File: config.mk
export PLATFORM = sky130hd
export DESIGN_NAME = tec_timer
export DESIGN_NICKNAME = d
export VERILOG_FILES = /design/src/design/tec_edge_sync.v /design/src/design/tec_timer.v
export VERILOG_INCLUDE_DIRS = /design/src /design/src/design
export SDC_FILE = /design/constraint.sdc
export NUM_CORES = 1
export LEC_CHECK = 0
export BUFFER_PORTS_ARGS = -buffer_cell sky130_fd_sc_hd__clkbuf_2
export CORE_MARGIN = 4
export CORE_UTILIZATION = 40
export DETAILED_ROUTE_END_ITERATION = 16
export PLACE_DENSITY = 0.69
export SLEW_MARGIN = 20
export SYNTH_ARGS = -nofsm -noshare
export SYNTH_HDL_FRONTEND = slang
export SYNTH_HIERARCHICAL = 1
export SYNTH_SLANG_ARGS = --single-unit
File: constraint.sdc
create_clock -name clk -period 3.6 [get_ports clk]
set_clock_uncertainty 0.2 [all_clocks]
set_input_delay 0.9 -clock clk [delete_from_list [all_inputs] [get_ports clk]]
set_output_delay 0.9 -clock clk [all_outputs]
set_load 0.005 [all_outputs]
File: src/design/tec_defines.vh
// Purpose: shared constants for the 16-bit timer/event counter block
// Assumes: register indices are word indices, byte address = index * 4
// Notes: definitions only, no logic
`ifndef TEC_DEFINES_VH
`define TEC_DEFINES_VH

// =====================================================================
// register indices (byte address is four times the index)
// =====================================================================
`define TEC_IDX_COUNT 16'hffb0
`define TEC_IDX_CAPCMP0 16'hffb2
`define TEC_IDX_CAPCMP1 16'hffb4
`define TEC_IDX_MODE 16'hffba
`define TEC_IDX_PRESCALE 16'hffbb
`define TEC_IDX_CAPCTL 16'hffbc
`define TEC_IDX_OUTCTL 16'hffbd

// =====================================================================
// timer_mode_control fields
// =====================================================================
`define TEC_MODE_OPEN_HI 3
`define TEC_MODE_OPEN_LO 2
`define TEC_MODE_REV_BIT 1
`define TEC_MODE_OVF_BIT 0
`define TEC_OPEN_STOP 2'h0
`define TEC_OPEN_FREE 2'h1
`define TEC_OPEN_CLR_PIN 2'h2
`define TEC_OPEN_CLR_MATCH 2'h3

// =====================================================================
// capcmp_control fields
// =====================================================================
`define TEC_CC_FIRST_MODE 0
`define TEC_CC_FIRST_TRIG 1
`define TEC_CC_SECOND_MODE 2

// =====================================================================
// prescaler_edge_mode fields and edge encodings
// =====================================================================
`define TEC_PS_BEDGE_HI 7
`define TEC_PS_BEDGE_LO 6
`define TEC_PS_AEDGE_HI 5
`define TEC_PS_AEDGE_LO 4
`define TEC_PS_CLK_HI 1
`define TEC_PS_CLK_LO 0
`define TEC_EDGE_FALL 2'h0
`define TEC_EDGE_RISE 2'h1
`define TEC_EDGE_BOTH 2'h3
`define TEC_CLK_DIV1 2'h0
`define TEC_CLK_DIV4 2'h1
`define TEC_CLK_DIV256 2'h2
`define TEC_CLK_PIN 2'h3

// =====================================================================
// output control fields and reset values
// =====================================================================
`define TEC_OC_ONESHOT_TRIG 6
`define TEC_RST_BYTE 8'h00
`define TEC_RST_WORD 16'h0000
`define TEC_CNT_MAX 16'hffff

`endif

File: src/design/tec_edge_sync.v
// Purpose: synchronise one timer input pin and detect its edges
// Assumes: pin is asynchronous to clk
// Notes: rise and fall are one-cycle pulses in the clk domain
`timescale 1ns/1ns

module tec_edge_sync (
	input wire clk,
	input wire rst,
	input wire pinIn,
	output wire rise,
	output wire fall
);

	reg meta_r;
	reg sync_r;
	reg prev_r;

	// =================================================================
	// two-stage synchroniser plus history flop
	// =================================================================
	// first stage feeds only the second stage
	always @(posedge clk) begin
		if (rst) begin
			meta_r <= 1'b0;
			sync_r <= 1'b0;
			prev_r <= 1'b0;
		end else begin
			meta_r <= pinIn;
			sync_r <= meta_r;
			prev_r <= sync_r;
		end
	end

	// single-cycle edge strobes
	assign rise = sync_r & ~prev_r;
	assign fall = ~sync_r & prev_r;

endmodule // tec_edge_sync

File: src/design/tec_timer.v
// Purpose: 16-bit timer/event counter with two capture/compare registers
// Assumes: APB slave, 100 MHz clk, synchronous active-high reset
// Notes: zero-wait-state APB; match outputs are one-cycle pulses
//
// The implementer's own choice: register access over APB.
`timescale 1ns/1ns
`include "tec_defines.vh"

module tec_timer #(
	parameter ADDR_W = 18
) (
	input wire clk,
	input wire rst,
	input wire psel,
	input wire penable,
	input wire pwrite,
	input wire [ADDR_W-1:0] paddr,
	input wire [31:0] pwdata,
	output wire [31:0] prdata,
	output wire pready,
	output wire pslverr,
	input wire timerInputA,
	input wire timerInputB,
	output wire matchIrqFirst,
	output wire matchIrqSecond
);

	// =================================================================
	// functions
	// =================================================================
	// valid edge hit for a two-bit edge field
	function edgeHit;
		input [1:0] sel;
		input r;
		input f;
		begin
			case (sel)
				`TEC_EDGE_FALL: edgeHit = f;
				`TEC_EDGE_RISE: edgeHit = r;
				`TEC_EDGE_BOTH: edgeHit = r | f;
				default: edgeHit = 1'b0;
			endcase
		end
	endfunction

	// decode a byte address against a register index
	function isReg;
		input [ADDR_W-1:0] addr;
		input [15:0] idx;
		begin
			isReg = (addr[1:0] == 2'h0) && (addr[ADDR_W-1:2] == idx);
		end
	endfunction

	// =================================================================
	// declarations
	// =================================================================
	reg [7:0] modeCtl_r;
	reg [7:0] prescale_r;
	reg [7:0] capCtl_r;
	reg [7:0] outCtl_r;
	reg [15:0] count_r;
	reg [15:0] count_nxt;
	reg [15:0] capFirst_r;
	reg [15:0] capSecond_r;
	reg [7:0] pscCnt_r;
	reg freshStart_r;
	reg irqFirst_r;
	reg irqSecond_r;
	reg [31:0] rdata_r;
	reg [31:0] rdata_nxt;
	reg tick;
	wire riseA;
	wire fallA;
	wire riseB;
	wire fallB;
	wire [1:0] opEnable;
	wire running;
	wire validA;
	wire oppositeA;
	wire validB;
	wire firstCapMode;
	wire secondCapMode;
	wire firstTrigSel;
	wire setupPhase;
	wire wrAccess;
	wire addrHit;
	wire wrMode;
	wire wrOneShot;
	wire matchFirst;
	wire matchSecond;
	wire clearStart;
	wire wrap;
	wire capFirstEv;
	wire capSecondEv;

	// =================================================================
	// input pin synchronisers
	// =================================================================
	// both pins pass two flops before edge logic
	tec_edge_sync uSyncA (
		.clk(clk),
		.rst(rst),
		.pinIn(timerInputA),
		.rise(riseA),
		.fall(fallA)
	);

	tec_edge_sync uSyncB (
		.clk(clk),
		.rst(rst),
		.pinIn(timerInputB),
		.rise(riseB),
		.fall(fallB)
	);

	// =================================================================
	// control decode
	// =================================================================
	// operation-enable field and mode bits
	assign opEnable = modeCtl_r[`TEC_MODE_OPEN_HI:`TEC_MODE_OPEN_LO];
	assign running = (opEnable != `TEC_OPEN_STOP);
	assign firstCapMode = capCtl_r[`TEC_CC_FIRST_MODE];
	assign firstTrigSel = capCtl_r[`TEC_CC_FIRST_TRIG];
	assign secondCapMode = capCtl_r[`TEC_CC_SECOND_MODE];

	// valid edges of both pins, and opposite phase of pin A
	assign validA = edgeHit(prescale_r[`TEC_PS_AEDGE_HI:`TEC_PS_AEDGE_LO], riseA, fallA);
	assign validB = edgeHit(prescale_r[`TEC_PS_BEDGE_HI:`TEC_PS_BEDGE_LO], riseB, fallB);
	// both-edge setting leaves no opposite phase to detect
	assign oppositeA = (prescale_r[`TEC_PS_AEDGE_HI:`TEC_PS_AEDGE_LO] == `TEC_EDGE_BOTH) ?
		1'b0 : edgeHit(prescale_r[`TEC_PS_AEDGE_HI:`TEC_PS_AEDGE_LO], fallA, riseA);

	// =================================================================
	// count clock selection
	// =================================================================
	// prescale counter runs only while the timer is enabled
	always @(posedge clk) begin
		if (rst || !running) begin
			pscCnt_r <= `TEC_RST_BYTE;
		end else begin
			pscCnt_r <= pscCnt_r + 8'h01;
		end
	end

	// one tick per selected count clock edge
	always @* begin
		case (prescale_r[`TEC_PS_CLK_HI:`TEC_PS_CLK_LO])
			`TEC_CLK_DIV1: tick = running;
			`TEC_CLK_DIV4: tick = running && (pscCnt_r[1:0] == 2'h3);
			`TEC_CLK_DIV256: tick = running && (pscCnt_r == 8'hff);
			`TEC_CLK_PIN: tick = running && validA;
			default: tick = 1'b0;
		endcase
	end

	// =================================================================
	// compare, clear and overflow events
	// =================================================================
	// match judged at the tick that leaves the compared value; a zero
	// compare value therefore matches on the step 0000 to 0001, and the
	// first step after a start is excluded
	assign matchFirst = tick && !firstCapMode && !freshStart_r && (count_r == capFirst_r);
	assign matchSecond = tick && !secondCapMode && !freshStart_r && (count_r == capSecond_r);

	// clear-and-start condition of the active mode
	assign clearStart = running && (
		((opEnable == `TEC_OPEN_CLR_PIN) && validA) ||
		((opEnable == `TEC_OPEN_CLR_MATCH) && matchFirst) ||
		wrOneShot);
	assign wrap = tick && (count_r == `TEC_CNT_MAX) && !clearStart;

	// capture triggers, ignored in compare mode or while stopped
	assign capFirstEv = running && firstCapMode &&
		(firstTrigSel ? oppositeA : validB);
	assign capSecondEv = running && secondCapMode && validA;

	// suppress matches on the first count after a start
	always @(posedge clk) begin
		if (rst || !running) begin
			freshStart_r <= 1'b1;
		end else if (tick) begin
			freshStart_r <= 1'b0;
		end
	end

	// =================================================================
	// counter
	// =================================================================
	// next counter value, clear has priority over counting
	always @* begin
		count_nxt = count_r;
		if (!running) begin
			count_nxt = `TEC_RST_WORD;
		end else if (clearStart) begin
			count_nxt = `TEC_RST_WORD;
		end else if (tick) begin
			count_nxt = count_r + 16'h0001;
		end
	end

	// counter register
	always @(posedge clk) begin
		if (rst) begin
			count_r <= `TEC_RST_WORD;
		end else begin
			count_r <= count_nxt;
		end
	end

	// =================================================================
	// apb decode
	// =================================================================
	// zero wait states, error on unmapped word
	assign setupPhase = psel && !penable;
	assign wrAccess = psel && penable && pwrite && addrHit;
	assign addrHit = isReg(paddr, `TEC_IDX_COUNT) || isReg(paddr, `TEC_IDX_CAPCMP0) ||
		isReg(paddr, `TEC_IDX_CAPCMP1) || isReg(paddr, `TEC_IDX_MODE) ||
		isReg(paddr, `TEC_IDX_PRESCALE) || isReg(paddr, `TEC_IDX_CAPCTL) ||
		isReg(paddr, `TEC_IDX_OUTCTL);
	assign pready = 1'b1;
	assign pslverr = psel && penable && !addrHit;
	assign prdata = rdata_r;
	assign wrMode = wrAccess && isReg(paddr, `TEC_IDX_MODE);
	assign wrOneShot = wrAccess && isReg(paddr, `TEC_IDX_OUTCTL) &&
		pwdata[`TEC_OC_ONESHOT_TRIG];

	// =================================================================
	// mode control register
	// =================================================================
	// overflow set by wrap wins over any clearing write
	always @(posedge clk) begin
		if (rst) begin
			modeCtl_r <= `TEC_RST_BYTE;
		end else begin
			if (wrMode) begin
				modeCtl_r[`TEC_MODE_OPEN_HI:`TEC_MODE_REV_BIT] <= pwdata[3:1];
				if (pwdata[3:2] == `TEC_OPEN_STOP) begin
					modeCtl_r[`TEC_MODE_OVF_BIT] <= wrap;
				end else begin
					modeCtl_r[`TEC_MODE_OVF_BIT] <= pwdata[0] | wrap;
				end
			end else if (wrap) begin
				modeCtl_r[`TEC_MODE_OVF_BIT] <= 1'b1;
			end
		end
	end

	// =================================================================
	// prescaler, capture control and output control registers
	// =================================================================
	// plain storage; the one-shot bit never stores
	always @(posedge clk) begin
		if (rst) begin
			prescale_r <= `TEC_RST_BYTE;
			capCtl_r <= `TEC_RST_BYTE;
			outCtl_r <= `TEC_RST_BYTE;
		end else begin
			if (wrAccess && isReg(paddr, `TEC_IDX_PRESCALE)) begin
				prescale_r <= {pwdata[7:4], 2'h0, pwdata[1:0]};
			end
			if (wrAccess && isReg(paddr, `TEC_IDX_CAPCTL)) begin
				capCtl_r <= {5'h00, pwdata[2:0]};
			end
			if (wrAccess && isReg(paddr, `TEC_IDX_OUTCTL)) begin
				outCtl_r <= {1'b0, 1'b0, pwdata[5:0]};
			end
		end
	end

	// =================================================================
	// capture/compare registers
	// =================================================================
	// capture wins over a software write in the same cycle; a capture
	// in the cycle of a stopping write is still taken, since running only drops at the next edge
	always @(posedge clk) begin
		if (rst) begin
			capFirst_r <= `TEC_RST_WORD;
			capSecond_r <= `TEC_RST_WORD;
		end else begin
			if (capFirstEv) begin
				capFirst_r <= count_r;
			end else if (wrAccess && isReg(paddr, `TEC_IDX_CAPCMP0)) begin
				capFirst_r <= pwdata[15:0];
			end
			if (capSecondEv) begin
				capSecond_r <= count_r;
			end else if (wrAccess && isReg(paddr, `TEC_IDX_CAPCMP1)) begin
				capSecond_r <= pwdata[15:0];
			end
		end
	end

	// =================================================================
	// interrupt request pulses
	// =================================================================
	// first irq: compare match, or input B edge in capture mode
	always @(posedge clk) begin
		if (rst) begin
			irqFirst_r <= 1'b0;
			irqSecond_r <= 1'b0;
		end else begin
			irqFirst_r <= matchFirst || (running && firstCapMode && validB);
			irqSecond_r <= matchSecond;
		end
	end

	assign matchIrqFirst = irqFirst_r;
	assign matchIrqSecond = irqSecond_r;

	// =================================================================
	// read data
	// =================================================================
	// read data selected in setup phase, presented in access phase
	always @* begin
		rdata_nxt = 32'h00000000;
		if (isReg(paddr, `TEC_IDX_COUNT)) begin
			rdata_nxt = {16'h0000, running ? count_r : `TEC_RST_WORD};
		end else if (isReg(paddr, `TEC_IDX_CAPCMP0)) begin
			rdata_nxt = {16'h0000, capFirst_r};
		end else if (isReg(paddr, `TEC_IDX_CAPCMP1)) begin
			rdata_nxt = {16'h0000, capSecond_r};
		end else if (isReg(paddr, `TEC_IDX_MODE)) begin
			rdata_nxt = {24'h000000, modeCtl_r};
		end else if (isReg(paddr, `TEC_IDX_PRESCALE)) begin
			rdata_nxt = {24'h000000, prescale_r};
		end else if (isReg(paddr, `TEC_IDX_CAPCTL)) begin
			rdata_nxt = {24'h000000, capCtl_r};
		end else if (isReg(paddr, `TEC_IDX_OUTCTL)) begin
			rdata_nxt = {24'h000000, outCtl_r};
		end
	end

	// read data register, loaded only on a setup cycle
	always @(posedge clk) begin
		if (rst) begin
			rdata_r <= 32'h00000000;
		end else if (setupPhase && !pwrite) begin
			rdata_r <= rdata_nxt;
		end
	end

endmodule // tec_timer

==> results.md <==
- Synthesized area per cell: 8.29 µm²
- Hpwl dp: 11000 µm
- CTS tree: yes
- Max-capacitance violation count: 0
- Hold_buf cts: 0
- Layout cells sized above 1: 16.8%
- Total Neg Setup Slack: 0 ns
- Min cycle time layout: 2.91 ns
- Number of diodes: 0
- Post-DR wirelength/cell: 17.1 µm
- Post-CTS Resized: 0
- Initial antenna violation count: 0
- Crit path arrival time: 2.98 ns
- Post-synth EDFFs: 0
- Data required, critical path: 3.67 ns
- Total CTS buffers: 9
- Worst Tran Pin Value: 0.749 ns
- Remaining antenna violation count: 0
- Final setup viols: 0
- Clock transition at path regs: 0.07 ns
- First-pass GRT wire length: 24000 µm
- PortBufs: 59
- Asr flop ratio synth: 0%
- Power Dens Cells: 366 nW/µm²
- Core ar.: 13200 µm²
- I/O pin cnt: 93
- Vias in the first global route: 4760
- Seq/Total Area, Yosys: 37.3%
- Starting Density: 40.6%
- Setup CP Type: in2reg
- Max FO, Critical Path: 32
- Total grt overflow: 0
- RSZ-0062 raised after global routing: false
- Root Buffer: clkbuf_16
- Fmax: 344 MHz
- Post-synth cell types: 56
- Net count, final: 752
- Clock Sinks: 100
- GPL Wtd Cong: 0.902
- Maximum VDD drop: 0.000287 V
- Critical path launch point type: input port
- Vias per inst: 5.61
- Synth warn: 6
- Chip Height: 124 µm
- Status: finished, final reports clean
- Gr usage total: 20.0%
- Largest net degree at the start of global routing: 45
- Hold Vio Cnt, Final: 0
- Row cnt: 42
- DRC: 0
- Clock Path Buffers: 2
- Post-CTS Setup Bufs: 0
- Slew HR: 49.4%
- Area delta synth->final: 14.1%
- Cells after Synth: 647
- Worst hold path class: reg2reg
- Min Hold Slack: 0.240 ns
- Post-synthesis register bit count: 100
- Leak: 2.28 nW
- Crit. End Element: register
- Max-slew violation count: 0
- DR iter-0 viols: 486
- Clock latency at the later pin of the worst-skew pair: 0.36 ns
- Tcrit/Tclk final: 80.7%
- Top FF cell, synth: dfxtp_1
- Via count: 4899
- Depth of the CTS H-tree: 3
- Pre-antenna DRT Iters: 5
- Die ar.: 15300 µm²
- Chip width: 124 µm
- Drt total wl: 15000 µm
- Syn Std Cell Area: 5360 µm²
cells by family (layout without fill, tap and decap cells):
family                   after synthesis  after routing  share of synthesized area [%]
AO/OA/AOI/OAI                        125            125                           16.8
XOR/XNOR                              52             52                           8.49
adder cells (fa/ha/maj)                2              2                          0.467
buffers and inverters                 70            106                           6.49
flip-flops                           100            100                           37.3
multiplexers                          39             39                           7.35
other                                  2             17                          0.140
AND/OR/NAND/NOR                      257            257                           22.9
where the power goes:
group / switching [W] / internal (W)
logic: 0.0000797 / 0.0000464
registers: 0.00000619 / 0.00112
clock network: 0.000447 / 0.000542
critical path, cell delays in order:
cell and delay (ns):
clkbuf_2 0.08, nand4_1 0.20, or4_4 0.70, nor3_1 0.31
a21o_1 0.16, buf_4 0.31, nor2_1 0.07, a211oi_1 0.22
Yosys cell counts (all sizes together), types with 3 or more instances:
master,n,area share [%]
nor2,112,7.8
dfxtp,100,37
nand2,55,3.9
clkbuf,38,2.7
mux2i,36,6.7
xnor2,32,5.2
a211oi,31,4.4
buf,28,3.5
a21oi,25,2.3
xor2,20,3.3
a311oi,18,2.9
nand3,16,1.5
a22oi,15,2.1
nand4,14,1.6
nor2b,13,1.5
nor3,9,0.93
o21ai,8,0.75
and3,6,0.70
nor4,6,1.3
and2,5,0.58
a21o,4,0.56
a32oi,4,0.65
inv,4,0.28
nand2b,4,0.47
nor3b,4,0.56
a31oi,3,0.35
mux2,3,0.63
o2111ai,3,0.49
or2,3,0.40
or3,3,0.35
final cells by class:
| type | instances | area [µm²] |
|---|---|---|
| clock buffer | 9 | 225 |
| clock inverter | 7 | 76.3 |
| fill | 1299 | 7070 |
| inverter | 4 | 15.0 |
| multi-input combinational | 492 | 3080 |
| sequential | 100 | 2000 |
| tap | 176 | 220 |
| timing repair buffer | 86 | 498 |
through the flow:
step                util (%)  cells  setup slack (ns)  cell area [µm²]  power (W)
global route            46.4    874             0.529             6120    0.00230
floorplan                  -    662             0.496             5420    0.00123
detailed placement      44.1    858             0.332             5810    0.00127
global placement        44.1    858             0.468             5810    0.00127
CTS                     46.4    874             0.691             6120    0.00224
finish                  46.4    874             0.694             6120    0.00224
flip-flops by register name (all words and copies together) (netlist names), 3 cells and up:
name,flops
prdata,16
pscCnt_r,8
capCtl_r,3
outCtl_r,6
capSecond_r,16
prescale_r,6
count_r,16
capFirst_r,16
modeCtl_r,4
worst paths after layout:
check	startpoint	end	slack (ns)	cells past startpoint
max	paddr[17]	capSecond_r[8]	0.69	8
min	uSyncB/meta_r	uSyncB/sync_r	0.24	1
max reg2reg	pscCnt_r[0]	count_r[7]	0.75	7
min reg2reg	uSyncB/meta_r	uSyncB/sync_r	0.24	1
cell usage in the layout (no fill, tap or decap), types with 16 or more instances in the layout:
cell type / netlist / routed
a211oi_1: 30 / 30
a21oi_1: 25 / 25
a311oi_1: 18 / 18
buf_4: 17 / 27
clkbuf_2: 0 / 59
conb_1: 2 / 17
dfxtp_1: 100 / 100
mux2i_1: 36 / 36
nand2_1: 54 / 54
nand3_1: 16 / 16
nor2_1: 112 / 112
xnor2_1: 32 / 32
xor2_1: 20 / 20
routing by layer:
metal	global-route usage, %	up-vias	wire length [µm]
met5	0	-	0
met3	4.09	33	1180
met2	32.8	218	6750
met1	26.3	2302	6750
li1	-	2346	-
met4	6.78	0	311
No activity file was read; power rests on OpenSTA's default activity.
